## config.mk

```make
export PLATFORM = sky130hd
export DESIGN_NAME = ptt_timer
export DESIGN_NICKNAME = d
export VERILOG_FILES = /design/src/hw/ptt_pkg.sv /design/src/hw/ptt_timer.sv
export SDC_FILE = /design/constraint.sdc
export NUM_CORES = 1
export LEC_CHECK = 0
export ABC_AREA = 1
export ABC_CLOCK_PERIOD_IN_PS = 2950
export BUFFER_PORTS_ARGS = -buffer_cell sky130_fd_sc_hd__buf_2
export CORE_ASPECT_RATIO = 1.75
export CORE_MARGIN = 3
export CORE_UTILIZATION = 25
export DETAILED_ROUTE_END_ITERATION = 12
export PLACE_DENSITY = 0.52
export SLEW_MARGIN = 15
export SYNTH_ARGS = -nofsm -noshare
export SYNTH_HDL_FRONTEND = slang
export SYNTH_SLANG_ARGS = --single-unit
```

## constraint.sdc

```tcl
create_clock -name mclk -period 2.95 [get_ports mclk]
set_input_delay 0.4425 -clock mclk [delete_from_list [all_inputs] [get_ports mclk]]
set_output_delay 0.4425 -clock mclk [all_outputs]
set_load 0.1 [all_outputs]
```

## src/hw/ptt_pkg.sv

```systemverilog
package ptt_pkg;
  // register offsets: printed offsets are not all multiples of four, so each is an index
  localparam logic [7:0] IDX_STATUS_CONTROL = 8'h4B;
  localparam logic [7:0] IDX_COUNT_HIGH = 8'h4C;
  localparam logic [7:0] IDX_COUNT_LOW = 8'h4D;
  localparam logic [7:0] IDX_WRAP_HIGH = 8'h4E;
  localparam logic [7:0] IDX_WRAP_LOW = 8'h4F;
  // status/control bit positions
  localparam int BIT_OVF = 7;
  localparam int BIT_IRQ_EN = 6;
  localparam int BIT_HALT = 5;
  localparam int BIT_CLEAR = 4;
  localparam int PRESEL_LSB = 0;
  // reset values
  localparam logic [15:0] WRAP_RESET = 16'hFFFF;
  localparam logic [15:0] COUNT_RESET = 16'h0000;
  localparam logic [2:0] PRESEL_RESET = 3'h0;
  localparam logic [5:0] PRESCALE_MAX = 6'h3F;
  // ahb htrans codes
  localparam logic [1:0] HTRANS_NONSEQ = 2'h2;
  // decoded register access, one-hot per register
  typedef struct packed {
    logic status_control;
    logic count_high;
    logic count_low;
    logic wrap_high;
    logic wrap_low;
  } ptt_sel_s;
endpackage

```

## src/hw/ptt_timer.sv

```systemverilog
// Chosen here: register access over AHB-Lite.
`timescale 1ns/1ns
// Function
// 16-bit up-counter, free-running or modulo
// counter reads never disturb counting
// match with wrap value rolls to zero, flags
// flag clears after read-then-write-zero sequence
// overflow between read and write blocks clear
// writing one to flag ignored; reset clears
// irq while flag and enable; enable resets low
// halt bit holds counter; resets set
// clear bit zeroes counter, prescaler; reads zero
// halt plus clear leaves counter at zero
// prescale select divides by 1..64
// high read latches low byte until read
// reset and clear bit zero counter registers
// wait mode keeps counting; registers inaccessible
// stop mode freezes timer, keeps state
// break halts the counter
// break without clear enable protects flag
// break with clear enable allows clearing
// software unlatches low byte before break exit
// counter restarts at zero after wrap value
// wrap high write suppresses flag until low
// software clears counter before wrap writes
// count advances on each enabled prescaler tick
module ptt_timer
  import ptt_pkg::*;
(
  input wire logic mclk,
  input wire logic rstn,
  input wire logic hsel,
  input wire logic [31:0] haddr,
  input wire logic [1:0] htrans,
  input wire logic hwrite,
  input wire logic [2:0] hsize,
  input wire logic [31:0] hwdata,
  input wire logic hready,
  output logic [31:0] hrdata,
  output logic hreadyout,
  output logic hresp,
  input wire logic wait_mode,
  input wire logic stop_mode,
  input wire logic break_state,
  input wire logic break_clear_enable,
  output logic irq_request
);

  // mode pins come from the system controller; sync them first
  logic [1:0] wait_sync;
  logic [1:0] stop_sync;
  logic [1:0] brk_sync;
  logic [1:0] bce_sync;
  always_ff @(posedge mclk or negedge rstn)
  begin
    if (!rstn)
    begin
      wait_sync <= 2'h0;
      stop_sync <= 2'h0;
      brk_sync <= 2'h0;
      bce_sync <= 2'h0;
    end
    else
    begin
      wait_sync <= {wait_sync[0], wait_mode};
      stop_sync <= {stop_sync[0], stop_mode};
      brk_sync <= {brk_sync[0], break_state};
      bce_sync <= {bce_sync[0], break_clear_enable};
    end
  end
  logic in_wait;
  logic in_stop;
  logic in_break;
  logic bce;
  assign in_wait = wait_sync[1];
  assign in_stop = stop_sync[1];
  assign in_break = brk_sync[1];
  assign bce = bce_sync[1];

  // decode a byte address into a register select
  function automatic ptt_sel_s decode(input logic [31:0] addr);
    ptt_sel_s s;
    s = '0;
    if (addr == {22'h0, IDX_STATUS_CONTROL, 2'h0})
      s.status_control = 1'b1;
    else if (addr == {22'h0, IDX_COUNT_HIGH, 2'h0})
      s.count_high = 1'b1;
    else if (addr == {22'h0, IDX_COUNT_LOW, 2'h0})
      s.count_low = 1'b1;
    else if (addr == {22'h0, IDX_WRAP_HIGH, 2'h0})
      s.wrap_high = 1'b1;
    else if (addr == {22'h0, IDX_WRAP_LOW, 2'h0})
      s.wrap_low = 1'b1;
    return s;
  endfunction

  // address phase capture; zero wait states
  ptt_sel_s dsel;
  logic dwrite;
  logic dvalid;
  logic addr_take;
  assign addr_take = hsel && hready && (htrans == HTRANS_NONSEQ);
  always_ff @(posedge mclk or negedge rstn)
  begin
    if (!rstn)
    begin
      dsel <= '0;
      dwrite <= 1'b0;
      dvalid <= 1'b0;
    end
    else
    begin
      // wait mode drops access: cpu cannot reach registers
      dvalid <= addr_take && !in_wait;
      dsel <= decode(haddr);
      dwrite <= hwrite;
    end
  end
  // hready always high, response always okay
  always_ff @(posedge mclk or negedge rstn)
  begin
    if (!rstn)
    begin
      hreadyout <= 1'b1;
      hresp <= 1'b0;
    end
    else
    begin
      hreadyout <= 1'b1;
      hresp <= 1'b0;
    end
  end

  // read strobes at address phase so data is ready next cycle
  ptt_sel_s asel;
  logic rd_take;
  assign asel = decode(haddr);
  assign rd_take = addr_take && !hwrite && !in_wait;
  logic wr_sc;
  logic wr_wh;
  logic wr_wl;
  logic [7:0] wb;
  assign wb = hwdata[7:0];
  assign wr_sc = dvalid && dwrite && dsel.status_control;
  assign wr_wh = dvalid && dwrite && dsel.wrap_high;
  assign wr_wl = dvalid && dwrite && dsel.wrap_low;

  // control fields
  logic ovf;
  logic irq_en;
  logic halt;
  logic [2:0] presel;
  logic [15:0] count;
  logic [15:0] wrap;
  logic [5:0] prescale;
  logic ovf_armed;
  logic wrap_hold;
  logic [7:0] low_latch;
  logic low_latched;
  logic clear_pulse;

  // control bits: enable, halt and prescale select
  always_ff @(posedge mclk or negedge rstn)
  begin
    if (!rstn)
    begin
      // enable resets low
      irq_en <= 1'b0;
      // halt set at reset
      halt <= 1'b1;
      // select cleared by reset
      presel <= PRESEL_RESET;
    end
    else if (wr_sc)
    begin
      irq_en <= wb[BIT_IRQ_EN];
      halt <= wb[BIT_HALT];
      presel <= wb[PRESEL_LSB +: 3];
    end
  end

  // clear bit is a one-cycle pulse, never stored
  assign clear_pulse = wr_sc && wb[BIT_CLEAR];

  // prescaler tick for the selected divide ratio
  function automatic logic tick_of(input logic [2:0] sel, input logic [5:0] pre);
    logic [5:0] mask;
    mask = 6'h0;
    case (sel)
      3'h0: mask = 6'h00;
      3'h1: mask = 6'h01;
      3'h2: mask = 6'h03;
      3'h3: mask = 6'h07;
      3'h4: mask = 6'h0F;
      3'h5: mask = 6'h1F;
      default: mask = PRESCALE_MAX;
    endcase
    return (pre & mask) == mask;
  endfunction

  logic run;
  logic tick;
  logic match;
  // count only with halt clear and no break or stop
  // break halts counting
  // stop mode freezes prescaler and counter but keeps state
  assign run = !halt && !in_break && !in_stop;
  // selected prescaler output
  assign tick = run && tick_of(presel, prescale);
  assign match = (count == wrap);

  // prescaler and counter
  always_ff @(posedge mclk or negedge rstn)
  begin
    if (!rstn)
    begin
      prescale <= 6'h00;
      // counter registers zero after reset
      count <= COUNT_RESET;
    end
    else if (clear_pulse)
    begin
      // clear wins, halt only keeps it at zero
      prescale <= 6'h00;
      count <= COUNT_RESET;
    end
    else if (run)
    begin
      prescale <= prescale + 6'h01;
      // wait mode does not stop counting
      if (tick)
      begin
        // roll to zero after wrap value
        if (match)
          count <= COUNT_RESET;
        else
          // up-count
          count <= count + 16'h0001;
      end
    end
  end

  logic ovf_event;
  // rollover flags only when wrap pair is complete
  assign ovf_event = tick && match && !wrap_hold;

  // wrap registers with high-byte hold
  always_ff @(posedge mclk or negedge rstn)
  begin
    if (!rstn)
    begin
      // wrap resets to all ones
      wrap <= WRAP_RESET;
      wrap_hold <= 1'b0;
    end
    else if (wr_wh)
    begin
      wrap[15:8] <= wb;
      wrap_hold <= 1'b1;
    end
    else if (wr_wl)
    begin
      wrap[7:0] <= wb;
      wrap_hold <= 1'b0;
    end
  end

  // status protection during break when clearing is not enabled
  logic protect;
  assign protect = in_break && !bce;

  // overflow flag with read-arm clearing sequence
  always_ff @(posedge mclk or negedge rstn)
  begin
    if (!rstn)
    begin
      // reset clears flag
      ovf <= 1'b0;
      ovf_armed <= 1'b0;
    end
    else if (ovf_event)
    begin
      // new overflow cancels a pending clear; set wins
      ovf <= 1'b1;
      ovf_armed <= 1'b0;
    end
    else
    begin
      // first step not taken while protected
      if (rd_take && asel.status_control && ovf && !protect)
        ovf_armed <= 1'b1;
      // write of zero after armed read clears
      // writing one changes nothing
      // clearing allowed in break when enabled
      if (wr_sc && !wb[BIT_OVF] && ovf_armed && !protect)
      begin
        ovf <= 1'b0;
        ovf_armed <= 1'b0;
      end
    end
  end

  // counter low-byte latch on high-byte read
  always_ff @(posedge mclk or negedge rstn)
  begin
    if (!rstn)
    begin
      low_latch <= 8'h00;
      low_latched <= 1'b0;
    end
    else if (rd_take && asel.count_high && !low_latched)
    begin
      // capture low byte on first high read
      low_latch <= count[7:0];
      low_latched <= 1'b1;
    end
    else if (rd_take && asel.count_low)
      // reading low byte releases the latch
      low_latched <= 1'b0;
  end

  // read data, registered at address phase
  always_ff @(posedge mclk or negedge rstn)
  begin
    if (!rstn)
      hrdata <= 32'h0000_0000;
    else if (rd_take)
    begin
      // reads only sample, never touch the counter
      if (asel.status_control)
        hrdata <= {24'h0, ovf, irq_en, halt, 2'h0, presel};
      else if (asel.count_high)
        hrdata <= {24'h0, count[15:8]};
      else if (asel.count_low)
        hrdata <= {24'h0, low_latched ? low_latch : count[7:0]};
      else if (asel.wrap_high)
        hrdata <= {24'h0, wrap[15:8]};
      else if (asel.wrap_low)
        hrdata <= {24'h0, wrap[7:0]};
      else
        hrdata <= 32'h0000_0000;
    end
    else
      hrdata <= 32'h0000_0000;
  end

  // interrupt request, registered
  always_ff @(posedge mclk or negedge rstn)
  begin
    if (!rstn)
      irq_request <= 1'b0;
    else
      // request while flag and enable
      irq_request <= ovf && irq_en;
  end

  // assertions
  halt_holds_a: assert property (@(posedge mclk) disable iff (!rstn)
    (halt && !clear_pulse) |=> $stable(count))
    else $error("count moved while halted");
  clear_zero_a: assert property (@(posedge mclk) disable iff (!rstn)
    clear_pulse |=> (count == 16'h0000 && prescale == 6'h00))
    else $error("clear did not zero counter");
  wrap_roll_a: assert property (@(posedge mclk) disable iff (!rstn)
    (tick && match && !clear_pulse) |=> (count == 16'h0000))
    else $error("no rollover at wrap value");
  flag_set_a: assert property (@(posedge mclk) disable iff (!rstn)
    ovf_event |=> ovf)
    else $error("overflow flag not set");
  irq_follow_a: assert property (@(posedge mclk) disable iff (!rstn)
    (ovf && irq_en) |=> irq_request)
    else $error("irq missing");
  break_stop_a: assert property (@(posedge mclk) disable iff (!rstn)
    (in_break && !clear_pulse) |=> $stable(count))
    else $error("counted during break");
  protect_flag_a: assert property (@(posedge mclk) disable iff (!rstn)
    (protect && ovf) |=> ovf)
    else $error("flag cleared while protected");
  unarmed_keep_a: assert property (@(posedge mclk) disable iff (!rstn)
    (ovf && !ovf_armed) |=> ovf)
    else $error("flag cleared without read");
  hold_noflag_a: assert property (@(posedge mclk) disable iff (!rstn)
    wrap_hold |=> !$rose(ovf))
    else $error("flag set with wrap pair open");
  latch_keep_a: assert property (@(posedge mclk) disable iff (!rstn)
    (low_latched && !(rd_take && asel.count_low)) |=> $stable(low_latch))
    else $error("latched low byte changed");
  tick_step_a: assert property (@(posedge mclk) disable iff (!rstn)
    (tick && !match && !clear_pulse) |=> count == $past(count) + 16'h0001)
    else $error("count did not step");

  rollover_c: cover property (@(posedge mclk) disable iff (!rstn) ovf_event);
  clear_seq_c: cover property (@(posedge mclk) disable iff (!rstn) $fell(ovf));
  latch_c: cover property (@(posedge mclk) disable iff (!rstn) $rose(low_latched));
  irq_c: cover property (@(posedge mclk) disable iff (!rstn) $rose(irq_request));

endmodule // ptt_timer

```

== Word-level counts from Yosys, hierarchy flattened ==
Index checks and enable logic that the tools add are counted.

* Register bits after elaboration: 101
* Input port bits: 78
* Logic and storage cells: 117

* Add/subtract/negate cells: 2
* Equal/unequal tests: 13
* Multiplexer cells: 32
* Bitwise logic cells: 2
* Reduce and logical (&&, ||, !) cells: 45

{| class="wikitable"
|+ Operators with widths
! cell !! count
|-
| 32-bit by 9-bit == test with 1-bit output (second input constant) || 5
|-
| 16-bit two-way mux || 4
|-
| 8-bit two-way mux || 6
|-
| 6-bit case mux with 6 select lines || 1
|-
| 32-bit two-way mux || 1
|-
| 1-bit logical AND || 26
|-
| 16-bit by 1-bit adder with 16-bit output (second input constant) || 1
|-
| 16-bit == test || 1
|-
| 1-bit two-way mux || 15
|-
| 6-bit two-way mux || 2
|-
| 1-bit logical NOT || 10
|-
| 2-bit nonzero test || 5
|-
| 6-bit by 1-bit adder with 6-bit output (second input constant) || 1
|-
| 6-bit AND || 1
|-
| 3-bit by 2-bit == test with 1-bit output (second input constant) || 2
|-
| 3-bit == test (second input constant) || 2
|-
| 6-bit == test || 1
|-
| 4-bit two-way mux || 1
|-
| 2-bit AND reduction || 2
|-
| 3-bit by 1-bit == test with 1-bit output (second input constant) || 1
|-
| 3-bit logical NOT || 1
|-
| 3-bit two-way mux || 1
|-
| 3-bit nonzero test || 1
|-
| 2-bit == test (second input constant) || 1
|-
| 2 further kinds || 2
|}

== Longest topological paths before layout ==
* Depth in word-level cells: 12
* Mapped depth: 12
* Gate-level depth less buffers: 12

== Worst setup path before layout ==
No wires, ideal clock.

* Kind: reg2reg
* Start: register presel[1]
* End: register count[15]
* Setup time: 0.118 ns
* Data arrival time: 1.610 ns
* Data required time: 2.832 ns
* Setup slack: 1.221 ns
* Stages on the path, launching flop included: 12
* Clock period less this slack: 1.729 ns
* Cell sequence: dfrtp_1 > inv_1 > ha_1 > nor2_1 > nand2_1 > nand2_1 > nand2_1 > nor3_4 > nor2_4 > buf_6 > nand2_1 > nand2_1

* Longest elaborated chain between the ends: 7

{| class="wikitable"
|+ RTL lines
! element !! RTL line !! text
|-
| start: declaration || ptt_timer.sv:152 || <nowiki>logic [2:0] presel;</nowiki>
|-
| start signal: assignment || ptt_timer.sv:178 || <nowiki>presel <= wb[PRESEL_LSB +: 3];</nowiki>
|-
| 3-bit == test (tied with other cells) || ptt_timer.sv:189 || <nowiki>case (sel)</nowiki>
|-
| 6-bit case mux with 6 select lines * || ptt_timer.sv:189 ||
|-
| 6-bit AND || ptt_timer.sv:198 || <nowiki>return (pre & mask) == mask;</nowiki>
|-
| 6-bit == test * || ptt_timer.sv:198 ||
|-
| 1-bit logical AND * || ptt_timer.sv:209 || <nowiki>assign tick = run && tick_of(presel, prescale);</nowiki>
|-
| 2-bit nonzero test (no source line) * || -- ||
|-
| 2-bit AND reduction (no source line) * || -- ||
|-
| end signal: assignment || ptt_timer.sv:238 || <nowiki>count <= count + 16'h0001;</nowiki>
|-
| end: declaration || ptt_timer.sv:153 || <nowiki>logic [15:0] count;</nowiki>
|}

Mark *: on every way between the ends. The rest lies on a longest branch, timed or not.
A chain may end at the register's enable or synchronous reset.

== Worst setup path in the final report ==
* Start: register presel[1]
* End: register count[0]

Same word-level chain as after synthesis.

==> run metrics <==
status=complete, no violations; XOR/XNOR share of the synthesized area=0.0435; Post-synth top flop=dfrtp_1; Setup violations, final=0; Hold Buf Count CTS=0; Seq/Total Area, Yosys=0.421; Sequential Area=0.00195 sq mm; clock share of power=0.452; post-route antenna net violation count=0; RSZ-0062 raised after global routing=no; layout cells sized above 1=0.193; final setup TNS=0 ns; type of the worst min-delay path=in2async; Worst EP arrival=2.32 ns; total power draw=2370 uW; Top Ports=113; Die Height=186 um; post-synthesis compound-gate area fraction=0.0830; PD cells=442 mW/mm^2; Cell Area, Synth=0.00463 sq mm; initial core utilization=0.255; ranking of synthesized cells by area=dfrtp_1, nand2_1, dfstp_2; Vias=3,983; final hold vios=0; worst-skew pair later-pin latency=0.35 ns; synth unique cells=36; maximum VDD drop=270 uV; number of synthesized flops with an enable pin=0; Final nets=756; crit path max fanout=15; worst clock skew=0.00701 ns; Synth Warn #=0; internal power=1700 uW; number of post-CTS setup repair buffers=0; Iter 0 DRT Violations=251; clk buf depth=2; core area=0.0181 sq mm; sequential share of power=0.451; post-synthesis register bit count=77; CTS buffer count=9; maxcap violations=0; most common cell in the synthesized netlist=nand2_1; fin crit share=0.689; PortBufs=59; Clock transition at path regs=0.07 ns; leading area contributor after synthesis=dfrtp_1; CTS resizes=0; Routed WL=12,700 um; H-tree Lvls=3; leakage=0.00271 uW; average routed wire per standard cell=14.0 um; Peak Freq=492 MHz; DP HPWL=10,100 um; worst setup path category=reg2reg; Post-synth top cells=nand2_1, inv_1, nor2_1; grt ovf=0; mux share of post-synthesis cell area=0; # clock sinks=77; Worst setup EP type=flip-flop; Finished Layout Cells=912; switching part of the total power=0.285; GR Util All Layers=0.133; antenna violations before repair=0; FP Rows=65; ys async rst share=1.00; CTS tree=done; syn_area_per_cell=7.59 sq um; Gate power share=0.097; relative slew slack=0.583; Multi-input gate area=0.00220 sq mm; required time of the critical path=3.24 ns; Fill cells=2,022; Simple-Gate Fraction of Synth Area=0.315; DRC Markers=0; vias in the first global route=4,001; Synth Area in Adders=0.0135; Area growth, synth to finish=16.2%; Syn Inst Count=610; routability cong.=0.844; root buffer cell=clkbuf_16; Slew Viols, Final=0; final critical-path required period=2.03 ns; Least-Margin Pin Slew=0.624 ns; largest family of logic cells by synthesized area=simple AND/OR/NAND/NOR gates; placed insts=896; antenna diode count=0; Die X=109 um; Yosys top cell area share=0.324; vias per cell=4.37; die area=0.0202 sq mm; Sw Pwr=676 uW; largest net degree at the start of global routing=37; critical path startpoint category=flip-flop; DRT Pass-1 Iters=4; first-pass GRT wire length=20,400 um
-- critical path, stage by stage, from the launching register on --
cell     delay [ns]
dfrtp_1        0.46
inv_1          0.13
ha_1           0.30
nor2_1         0.10
nand2_1        0.07
nand2_1        0.05
nand2_1        0.08
nor3_4         0.15
buf_4          0.27
inv_1          0.06
nand2_1        0.13
nand3_1        0.10
nand2_1        0.07
-- path summary, 6_finish.rpt --
check | cells after the start | slack (ns) | startpoint | endpoint
worst max-delay path | 12 | 0.92 | presel[1] | count[0]
worst min-delay path | 1 | 0.04 | rstn | dwrite
worst max register to register | 12 | 0.92 | presel[1] | count[0]
worst min register to register | 0 | 0.35 | wait_sync[0] | wait_sync[1]
max in group asynchronous | 2 | 2.19 | rstn | halt
min in group mclk | 1 | 0.20 | stop_mode | stop_sync[0]
-- power groups by stage --
stage / clock network [uW] / registers (uW) / logic [uW]
floorplan: 0 / 1090 / 196
global placement: 0 / 1090 / 232
detailed placement: 0 / 1090 / 233
CTS: 1090 / 1070 / 233
global route: 1130 / 1070 / 247
finish: 1070 / 1070 / 231
-- layout by cell type (no fill, tap or decap), types with 2 or more instances in the layout --
master	count
buf_4	13
nor3_1	15
nor2_4	4
and3_1	2
nor2_2	4
dfstp_2	17
buf_2	58
clkbuf_16	9
nand3b_1	5
conb_1	26
and2_1	2
ha_1	5
nand2_1	161
clkinv_4	5
xor2_1	22
o21ai_1	2
a21oi_1	16
o21ai_2	8
inv_2	3
nor3_4	3
nand2_2	3
nor2_1	62
nand3_1	45
inv_1	65
dfrtp_1	60
o21ai_0	39
nand4_1	15
-- cell families (layout without fill, tap and decap cells) --
family	count (synthesis)	count (layout)
other cells	2	26
xor+xnor	23	23
flops	77	77
fa+ha+maj	5	5
simple gates	324	324
compound gates	68	68
buf+inv	111	155
-- area by class of cell --
cell class | instances | share of cell area
Inverter | 68 | 0.0475
Clock buffer | 10 | 0.0445
Tap cell | 234 | 0.0545
Multi-Input combinational cell | 446 | 0.410
Clock inverter | 6 | 0.00908
Sequential cell | 77 | 0.362
Timing Repair Buffer | 71 | 0.0722
-- metal layers --
| layer | track usage | vias up | wire length (um) |
|---|---|---|---|
| met5 | 0 | - | 0 |
| met4 | 0.0865 | 0 | 677 |
| met3 | 0.0194 | 33 | 405 |
| met2 | 0.255 | 92 | 7110 |
| met1 | 0.128 | 1843 | 4550 |
| li1 | - | 2015 | - |
-- through the flow --
stage	util	cell area (sq um)	hold slack, ns	worst slack, ns
final	0.296	5380	0.0450	0.918
after global routing	0.296	5380	0.0841	0.741
after CTS	0.296	5380	0.0618	0.914
after detailed placement	0.281	5090	0.336	0.753
after global placement	0.281	5090	0.332	0.766
after floorplan	-	4720	0.147	1.22
-- sequential cells by signal, indices dropped and copies added (netlist names), 2 cells and up --
name	count
bce_sync	2
low_latch	8
wrap	16
hrdata	8
wait_sync	2
dsel	3
brk_sync	2
count	16
prescale	6
stop_sync	2
presel	3
Power figures use the tool's default switching activity.
